### src/logic/hffs_pkg.sv
package hffs_pkg;

  // ************************************************************
  // Timing
  // ************************************************************
  localparam int CLK_MHZ = 50;
  localparam int OVR_FILTER_NS = 3000;
  localparam int SETTLE_NS = 100000;
  localparam int FAULT_HOLD_NS = 100000;
  localparam int BROWNOUT_NS = 25000;
  // Least times round up to whole cycles.
  localparam int OVR_FILTER_CYC = (OVR_FILTER_NS * CLK_MHZ + 999) / 1000;
  localparam int SETTLE_CYC = (SETTLE_NS * CLK_MHZ + 999) / 1000;
  localparam int FAULT_HOLD_CYC = (FAULT_HOLD_NS * CLK_MHZ + 999) / 1000;
  localparam int BROWNOUT_CYC = (BROWNOUT_NS * CLK_MHZ + 999) / 1000;
  localparam int SYNC_ONLY_CYC = 1;
  localparam int CNT_W = 16;

  // ************************************************************
  // Register map
  // ************************************************************
  localparam logic [3:0] ADDR_CTRL = 4'h0;
  localparam logic [3:0] ADDR_STATUS = 4'h4;
  localparam logic [3:0] ADDR_EVENTS = 4'h8;
  localparam int CTRL_COIL_EN_BIT = 0;
  localparam int CTRL_FORCE_FAULT_BIT = 1;
  localparam logic [1:0] CTRL_RESET = 2'h1;
  localparam int EV_BROWNOUT_BIT = 0;
  localparam int EV_OVER_RANGE_BIT = 1;
  localparam int EV_FAULT_BIT = 2;
  localparam logic [2:0] EVENTS_RESET = 3'h0;

  // ************************************************************
  // Types
  // ************************************************************
  typedef enum logic [1:0] {
    HFFS_SEQ_POR = 2'b00,
    HFFS_SEQ_SETTLE = 2'b01,
    HFFS_SEQ_RUN = 2'b10
  } hffs_seq_t;

  typedef enum logic [1:0] {
    HFFS_REF_2V5 = 2'b00,
    HFFS_REF_1V65 = 2'b01,
    HFFS_REF_RATIO = 2'b10
  } hffs_ref_t;

  // Analog comparator outputs, all asynchronous to ref_clk.
  typedef struct packed {
    logic supply_above_por;
    logic supply_below_min;
    logic supply_brownout;
    logic over_range;
    logic hall_offset_high;
    logic hall_disconnect;
  } hffs_sense_t;

  typedef struct packed {
    logic pos;
    logic neg;
  } hffs_coil_t;

  typedef struct packed {
    hffs_ref_t mode;
    logic internal_en;
    logic divider_en;
  } hffs_ref_ctl_t;

endpackage

### src/logic/hffs_filter.sv
`timescale 1ns/100ps
`default_nettype none

module hffs_filter
  import hffs_pkg::*;
#(
  parameter int COUNT = 1
)
(
  input wire logic ref_clk,
  input wire logic rst_n,
  input wire logic async_in,
  output logic level_out
);

  localparam int CW = $clog2(COUNT + 1);

  typedef struct packed {
    logic sync1;
    logic sync2;
    logic [CW-1:0] cnt;
    logic level;
  } hffs_filter_st_t;

  hffs_filter_st_t st_reg;
  hffs_filter_st_t st_next;

  // ************************************************************
  // Synchroniser and persistence counter
  // ************************************************************
  always_comb
  begin
    st_next = st_reg;
    st_next.sync1 = async_in;
    st_next.sync2 = st_reg.sync1;
    // A low input releases at once; only the rising side is filtered.
    if (!st_reg.sync2)
    begin
      st_next.cnt = '0;
      st_next.level = 1'b0;
    end
    else if (st_reg.cnt == CW'(COUNT - 1))
    begin
      st_next.level = 1'b1;
    end
    else
    begin
      st_next.cnt = st_reg.cnt + CW'(1);
    end
  end

  always_ff @(posedge ref_clk or negedge rst_n)
  begin
    if (!rst_n)
    begin
      st_reg <= '0;
    end
    else
    begin
      st_reg <= st_next;
    end
  end

  assign level_out = st_reg.level;

endmodule

`default_nettype wire

### src/logic/hffs_supervisor.sv
//
// Contract
// - Overload comparator active pulls the over-range flag low.
// - Overload must persist 3 us before the over-range flag is raised.
// - Over-range flag releases when overload ends, stays while it lasts.
// - Select pins 00 give 2.5 V, 10 give 1.65 V, 11 give ratio-metric.
// - Ratio-metric mode bypasses the reference and routes half supply.
// - Logic starts when the supply rises above the 2.4 V threshold.
// - Wait 100 us of settling after reset release before normal operation.
// - Both coil driver outputs held low during settling.
// - Fault flag held low at least 100 us once an error arises.
// - Sensed output valid only 100 us after reset release.
// - Brownout lasting longer than 25 us enters power-on reset.
// - Supply below 1.8 V enters power-on reset at once.
// - After brownout reset the whole startup sequence runs again.
// - Active over-range flag also asserts the fault flag.
// - Fault flag on power failure, brownout or Hall out of range.
// - Fault flag when Hall offset exceeds 50 mV.
// - Fault flag when any Hall terminal is disconnected.
// - Both flags are open-drain: pulled low when active, else released.
// - All intervals timed by internal clock and counters only.
//
`timescale 1ns/100ps
`default_nettype none

module hffs_supervisor
  import hffs_pkg::*;
#(
  parameter int SETTLE_CYCLES = SETTLE_CYC,
  parameter int FAULT_HOLD_CYCLES = FAULT_HOLD_CYC
)
(
  input wire logic ref_clk,
  input wire logic rst_n,
  input wire hffs_pkg::hffs_sense_t sense,
  input wire logic ref_select_a,
  input wire logic ref_select_b,
  input wire hffs_pkg::hffs_coil_t coil_request,
  output hffs_pkg::hffs_coil_t coil_drive,
  output hffs_pkg::hffs_ref_ctl_t reference_out,
  output logic sensed_output_valid,
  output logic over_range_flag_o,
  output logic over_range_flag_oe,
  output logic fault_flag_o,
  output logic fault_flag_oe,
  input wire logic [3:0] avs_address,
  input wire logic avs_read,
  input wire logic avs_write,
  input wire logic [31:0] avs_writedata,
  input wire logic [3:0] avs_byteenable,
  output logic [31:0] avs_readdata,
  output logic avs_waitrequest
);

  typedef struct packed {
    hffs_seq_t seq;
    logic [CNT_W-1:0] settle_cnt;
    logic [CNT_W-1:0] hold_cnt;
    logic [1:0] ctrl;
    logic [2:0] events;
    logic ack;
    logic [31:0] rdata;
    hffs_coil_t coil;
    hffs_ref_ctl_t refc;
    logic valid;
    logic or_oe;
    logic fault_oe;
  } hffs_st_t;

  hffs_st_t st_reg;
  hffs_st_t st_next;

  logic above_por;
  logic below_min;
  logic offset_high;
  logic disconnect;
  logic brownout_long;
  logic over_range_filt;

  // ************************************************************
  // Comparator conditioning
  // ************************************************************
  // Offset and disconnect are only synchronised; the fault hold
  // stretches them, so no extra filtering is spent on them.
  hffs_filter #(.COUNT(SYNC_ONLY_CYC)) u_above_por
  (
    .ref_clk(ref_clk),
    .rst_n(rst_n),
    .async_in(sense.supply_above_por),
    .level_out(above_por)
  );

  hffs_filter #(.COUNT(SYNC_ONLY_CYC)) u_below_min
  (
    .ref_clk(ref_clk),
    .rst_n(rst_n),
    .async_in(sense.supply_below_min),
    .level_out(below_min)
  );

  hffs_filter #(.COUNT(SYNC_ONLY_CYC)) u_offset
  (
    .ref_clk(ref_clk),
    .rst_n(rst_n),
    .async_in(sense.hall_offset_high),
    .level_out(offset_high)
  );

  hffs_filter #(.COUNT(SYNC_ONLY_CYC)) u_disconnect
  (
    .ref_clk(ref_clk),
    .rst_n(rst_n),
    .async_in(sense.hall_disconnect),
    .level_out(disconnect)
  );

  hffs_filter #(.COUNT(BROWNOUT_CYC)) u_brownout
  (
    .ref_clk(ref_clk),
    .rst_n(rst_n),
    .async_in(sense.supply_brownout),
    .level_out(brownout_long)
  );

  hffs_filter #(.COUNT(OVR_FILTER_CYC)) u_over_range
  (
    .ref_clk(ref_clk),
    .rst_n(rst_n),
    .async_in(sense.over_range),
    .level_out(over_range_filt)
  );

  // ************************************************************
  // Next-state logic
  // ************************************************************
  logic por_trigger;
  logic fault_cause;
  logic bus_req;
  logic bus_take;
  logic [31:0] status_word;

  always_comb
  begin
    st_next = st_reg;

    // A short dip only counts once it outlasts the brownout filter,
    // but losing the 1.8 V floor resets without waiting.
    por_trigger = brownout_long || below_min;

    case (st_reg.seq)
      HFFS_SEQ_POR:
      begin
        st_next.settle_cnt = '0;
        if (above_por && !por_trigger)
        begin
          st_next.seq = HFFS_SEQ_SETTLE;
        end
      end
      HFFS_SEQ_SETTLE:
      begin
        if (por_trigger || !above_por)
        begin
          st_next.seq = HFFS_SEQ_POR;
        end
        else if (st_reg.settle_cnt == CNT_W'(SETTLE_CYCLES - 1))
        begin
          st_next.seq = HFFS_SEQ_RUN;
        end
        else
        begin
          st_next.settle_cnt = st_reg.settle_cnt + CNT_W'(1);
        end
      end
      HFFS_SEQ_RUN:
      begin
        if (por_trigger || !above_por)
        begin
          st_next.seq = HFFS_SEQ_POR;
        end
      end
      default:
      begin
        st_next.seq = HFFS_SEQ_POR;
      end
    endcase

    // ************************************************************
    // Coil, reference and flag outputs
    // ************************************************************
    // Coil drive only passes in normal operation.
    if (st_reg.seq == HFFS_SEQ_RUN && st_reg.ctrl[CTRL_COIL_EN_BIT])
    begin
      st_next.coil = coil_request;
    end
    else
    begin
      st_next.coil = '0;
    end
    st_next.valid = (st_next.seq == HFFS_SEQ_RUN);

    // Pattern 01 is not a documented selection; it falls back to 2.5 V.
    if (ref_select_a && ref_select_b)
    begin
      st_next.refc.mode = HFFS_REF_RATIO;
      st_next.refc.internal_en = 1'b0;
      st_next.refc.divider_en = 1'b1;
    end
    else
    begin
      st_next.refc.mode = ref_select_a ? HFFS_REF_1V65 : HFFS_REF_2V5;
      st_next.refc.internal_en = 1'b1;
      st_next.refc.divider_en = 1'b0;
    end

    st_next.or_oe = over_range_filt;

    fault_cause = st_reg.or_oe
      || (st_reg.seq != HFFS_SEQ_RUN) || por_trigger
      || offset_high
      || disconnect
      || st_reg.ctrl[CTRL_FORCE_FAULT_BIT];
    if (fault_cause)
    begin
      st_next.hold_cnt = CNT_W'(FAULT_HOLD_CYCLES - 1);
      st_next.fault_oe = 1'b1;
    end
    else if (st_reg.hold_cnt != '0)
    begin
      st_next.hold_cnt = st_reg.hold_cnt - CNT_W'(1);
    end
    else
    begin
      st_next.fault_oe = 1'b0;
    end

    // ************************************************************
    // Register bus
    // ************************************************************
    // Avalon slave: every access is answered on the second edge.
    bus_req = avs_read || avs_write;
    bus_take = bus_req && st_reg.ack;
    st_next.ack = bus_req && !st_reg.ack;

    status_word = '0;
    status_word[1:0] = st_reg.seq;
    status_word[2] = st_reg.valid;
    status_word[3] = st_reg.or_oe;
    status_word[4] = st_reg.fault_oe;
    status_word[6:5] = st_reg.refc.mode;
    status_word[7] = offset_high;
    status_word[8] = disconnect;

    if (avs_read && !st_reg.ack)
    begin
      case (avs_address)
        ADDR_CTRL:
        begin
          st_next.rdata = {30'h0, st_reg.ctrl};
        end
        ADDR_STATUS:
        begin
          st_next.rdata = status_word;
        end
        ADDR_EVENTS:
        begin
          st_next.rdata = {29'h0, st_reg.events};
        end
        default:
        begin
          st_next.rdata = 32'h0;
        end
      endcase
    end

    if (bus_take && avs_write && avs_byteenable[0])
    begin
      if (avs_address == ADDR_CTRL)
      begin
        st_next.ctrl = avs_writedata[1:0];
      end
      else if (avs_address == ADDR_EVENTS)
      begin
        st_next.events = st_reg.events & ~avs_writedata[2:0];
      end
    end

    // ************************************************************
    // Event capture
    // ************************************************************
    // Hardware set is applied after the clear so a same-cycle event wins.
    // Leaving normal operation is judged on the next state, because valid
    // mirrors the state register and never differs from it.
    if (st_next.seq != HFFS_SEQ_RUN && st_reg.valid)
    begin
      st_next.events[EV_BROWNOUT_BIT] = 1'b1;
    end
    if (over_range_filt && !st_reg.or_oe)
    begin
      st_next.events[EV_OVER_RANGE_BIT] = 1'b1;
    end
    if (st_next.fault_oe && !st_reg.fault_oe)
    begin
      st_next.events[EV_FAULT_BIT] = 1'b1;
    end
  end

  // ************************************************************
  // State register
  // ************************************************************
  always_ff @(posedge ref_clk or negedge rst_n)
  begin
    if (!rst_n)
    begin
      st_reg <= '0;
      st_reg.seq <= HFFS_SEQ_POR;
      st_reg.ctrl <= CTRL_RESET;
      st_reg.events <= EVENTS_RESET;
      st_reg.refc.internal_en <= 1'b1;
      st_reg.fault_oe <= 1'b1;
    end
    else
    begin
      st_reg <= st_next;
    end
  end

  // ************************************************************
  // Outputs
  // ************************************************************
  assign coil_drive = st_reg.coil;
  assign reference_out = st_reg.refc;
  assign sensed_output_valid = st_reg.valid;
  assign over_range_flag_o = 1'b0;
  assign over_range_flag_oe = st_reg.or_oe;
  assign fault_flag_o = 1'b0;
  assign fault_flag_oe = st_reg.fault_oe;
  assign avs_readdata = st_reg.rdata;
  // Every request is held off for exactly one cycle, so read data can
  // always come straight from a register.
  assign avs_waitrequest = (avs_read || avs_write) && !st_reg.ack;

endmodule

`default_nettype wire
### config.mk
export PLATFORM = sky130hd
export DESIGN_NAME = hffs_supervisor
export DESIGN_NICKNAME = d
export VERILOG_FILES = /design/src/logic/hffs_pkg.sv /design/src/logic/hffs_filter.sv /design/src/logic/hffs_supervisor.sv
export SDC_FILE = /design/constraint.sdc
export NUM_CORES = 1
export LEC_CHECK = 0
export ABC_AREA = 1
export BUFFER_PORTS_ARGS = -buffer_cell sky130_fd_sc_hd__buf_4
export CAP_MARGIN = 30
export CORE_MARGIN = 2
export CORE_UTILIZATION = 30
export CTS_CLUSTER_SIZE = 8
export DETAILED_ROUTE_END_ITERATION = 7
export PLACE_DENSITY = 0.6
export REMOVE_ABC_BUFFERS = 1
export SKIP_LAST_GASP = 1
export SYNTH_ARGS = -nofsm -noshare
export SYNTH_HDL_FRONTEND = slang
export SYNTH_HIERARCHICAL = 1
export SYNTH_SLANG_ARGS = --single-unit
### constraint.sdc
create_clock -name ref_clk -period 4 [get_ports ref_clk]
set_clock_uncertainty 0.2 [all_clocks]
set_input_delay 1 -clock ref_clk [delete_from_list [all_inputs] [get_ports ref_clk]]
set_output_delay 1 -clock ref_clk [all_outputs]
set_load 0.005 [all_outputs]
==> run_results.csv <==
group,metric,value,unit
cts,clock-root-buffer,"clkbuf_16",
place,dpl.hpwl,7120,um
final_layout,n_antenna_cell,0,
floorplan,dieArea,0.0174,sq mm
final_layout,drive_above_1_share,12.3,%
cts,numCtsBuffers,9,
global_routing,grt_max_degree,48,
pwr,ir_worst_vdd,335,uV
synthesis,synth-seq-cells,94,
route,drc,0,
route,totalWireLength,9780,um
route,wl_per_cell,11.2,um
cts,htreeDepth,3,
pwr,combPwrFrac,5.5,%
place,port_buffers,40,
place,dp.cells,857,
route,ant_nets,0,
worst_setup_path,cp_max_fo,2,
flow_run,cap_violations,0,
final_layout,n_fill_cell,1676,
min_path,hold_path_depth,0,
cts,cts_hold_buf,0,
worst_setup_path,path_class,"in -> out",
worst_setup_path,slowest_delay,0.13,ns
min_path,holdPathEnd,"u_offset/level_out",
timing,post-route-period-util,64.8,%
worst_setup_path,path_delay_family,"buffers and inverters",
worst_setup_path,reg2reg_from,"st_reg[63]",
global_routing,grt-ovfl-total,0,
route,drtIter0Drc,205,
final_layout,final_core_util,35.1,%
synthesis,synth_cell_types,33,
final_layout,design_area,0.00559,sq mm
floorplan,num_io_pins,98,
final_layout,largest_reg_flops,40,
synthesis,synth_warnings,6,
worst_setup_path,ff2ff_setup_slack,1.88,ns
cts,post-cts-setup-buffers,0,
timing,final_max_slew_viol_count,0,
final_layout,nNetsFinal,712,
worst_setup_path,arrival,1.39,ns
final_layout,instances_no_fill,873,
global_routing,antenna_found_initial,0,
global_routing,grtUsageTotal,11.8,%
cts,clkSinkCount,94,
worst_setup_path,start_kind,"primary input",
min_path,min_from,"u_offset/st_reg[2]",
floorplan,die_x,132,um
timing,setup-violations-final,0,
place,dpl_cell_area,0.00524,sq mm
floorplan,initial_utilization,30.9,%
min_path,hp-class,"reg -> reg",
worst_setup_path,crit_buf_inv,2,
global_routing,grt_pass1_wl,17000,um
floorplan,fp.dieH,132,um
worst_setup_path,cp_slowest_cell,"buf_4",
floorplan,core.rowCount,46,
route,num_vias,3725,
route,viasPerCell,4.27,
outcome,status,"complete, no violations",
final_layout,syn_to_final_growth,13.5,%
worst_setup_path,cp_cell_sequence,"buf_4 > nor2_1 > nor2_1 > buf_4",
cts,clk_transition_reported_paths,0.06,ns
cts,clk_path_buf_depth,2,
route,drtPass1Iterations,4,
pwr,intPower,1.64,mW
timing,finalHoldViolCount,0,
cts,ctsResizeCount,0,
pwr,p_per_area,378,mW/mm^2
worst_setup_path,end_kind,"output port",
timing,worst_slew_pin_slew,0.882,ns
timing,max_slew_margin,41.0,%
place,dp_slack,1.41,ns
timing,tns,0,ns
timing,min_period,2.59,ns
synthesis,ys_seq_area_share,47.9,%
pwr,p_leak,2.63,nW
floorplan,core_area,0.0159,sq mm
synthesis,postSynthAreaPerCell,7.90,sq um
global_routing,grt_pass1_vias,3626,
synthesis,synthCells,623,
timing,timing.fmax,0.386,GHz
cts,cts_tree,"yes",
worst_setup_path,crit_required,2.80,ns
pwr,clkPwrFrac,46.8,%
pwr,finalPower,2.11,mW
cts,insertion_delay,0.34,ns
place,gp_congestion,0.797,
timing,fin_ws,1.41,ns
worst_setup_path,rr_worst_depth,9,
pwr,switching_power,0.471,mW
timing,whs,0.148,ns
synthesis,synth_area,0.00492,sq mm
worst_setup_path,r2r-end,"st_reg[69]",
timing,rsz0062_at_grt,"no",
pwr,switching_share,22.3,%
pwr,pwr-share-seq,47.7,%
power groups by stage:
| stage | Sequential [mW] | Clock [mW] | Combinational, mW |
|---|---|---|---|
| after floorplan | 1.02 | 0 | 0.0536 |
| after global placement | 1.02 | 0 | 0.118 |
| after detailed placement | 1.02 | 0 | 0.119 |
| after CTS | 1.01 | 1.01 | 0.120 |
| after global routing | 1.01 | 1.05 | 0.137 |
| final | 1.01 | 0.989 | 0.116 |
routing by layer:
layer,routed length [um],global-route usage [%],vias up,part of all wire (%)
met1,4700,14.6,1692,48
met2,4570,19.8,48,47
li1,-,-,1974,-
met5,0,0,-,0
met4,134,3.56,0,1.4
met3,372,3.50,11,3.8
how the worst max path moves through the flow:
stage                   from              end  slack, ns  depth (start not counted)
finish              avs_read  avs_waitrequest       1.41                          4
global route        avs_read  avs_waitrequest       1.35                          4
CTS                 avs_read  avs_waitrequest       1.41                          4
detailed placement  avs_read  avs_waitrequest       1.41                          4
global placement    avs_read  avs_waitrequest       1.40                          4
floorplan           avs_read  avs_waitrequest       1.65                          2
synthesized netlist by cell type (all sizes together):
cell    count  area share [%]
inv        85             6.5
nor3       11             1.3
or2         3            0.38
nor2       82             7.1
and2        1            0.13
dfrtp      91              46
clkbuf      2            0.15
o211ai      2            0.30
a31oi       1            0.13
a21oi      13             1.3
o221ai      2            0.36
conb        1           0.076
nor3b       1            0.25
nand2     148              11
xor2        7             1.2
and3        2            0.25
o21bai      1            0.15
o21ai      38             3.9
buf        47             7.2
dfstp       3             1.6
nand4      14             1.8
nand3      58             6.2
o31ai       2            0.30
ha          6             1.5
xnor2       2            0.36
cell families (layout without fill, tap and decap cells):
group                      after synthesis  after routing  synth area share, %
adders and majority gates                6              6                 1.53
buffers and inverters                  134            144                 13.8
DFF                                     94             94                 47.9
AOI/OAI and AO/OA                       59             59                 6.43
and+or+nand+nor                        320            320                 28.7
other                                    1             25               0.0762
xor gates and xnor gates                 9              9                 1.60
cell type report:
class | count | area [sq um] | share of cell area (%)
Clock buffer | 9 | 225 | 4.03
Multi-Input combinational cell | 419 | 1980 | 35.3
Sequential cell | 94 | 2360 | 42.2
Tap cell | 216 | 270 | 4.84
Inverter | 85 | 319 | 5.71
Timing Repair Buffer | 43 | 323 | 5.78
Clock inverter | 7 | 120 | 2.15
cells in the final DEF (no fill, tap or decap), types with 6 or more instances in the layout:
master     instances
clkbuf_16          9
nor2_1            74
nor3_1             9
inv_1             83
a21oi_1           13
nand4_1           14
ha_1               6
conb_1            25
dfrtp_1           91
o21ai_1            9
xor2_1             7
nand3_1           55
buf_4             43
nand2_1          148
o21ai_0           29
Power figures use the tool's default switching activity.
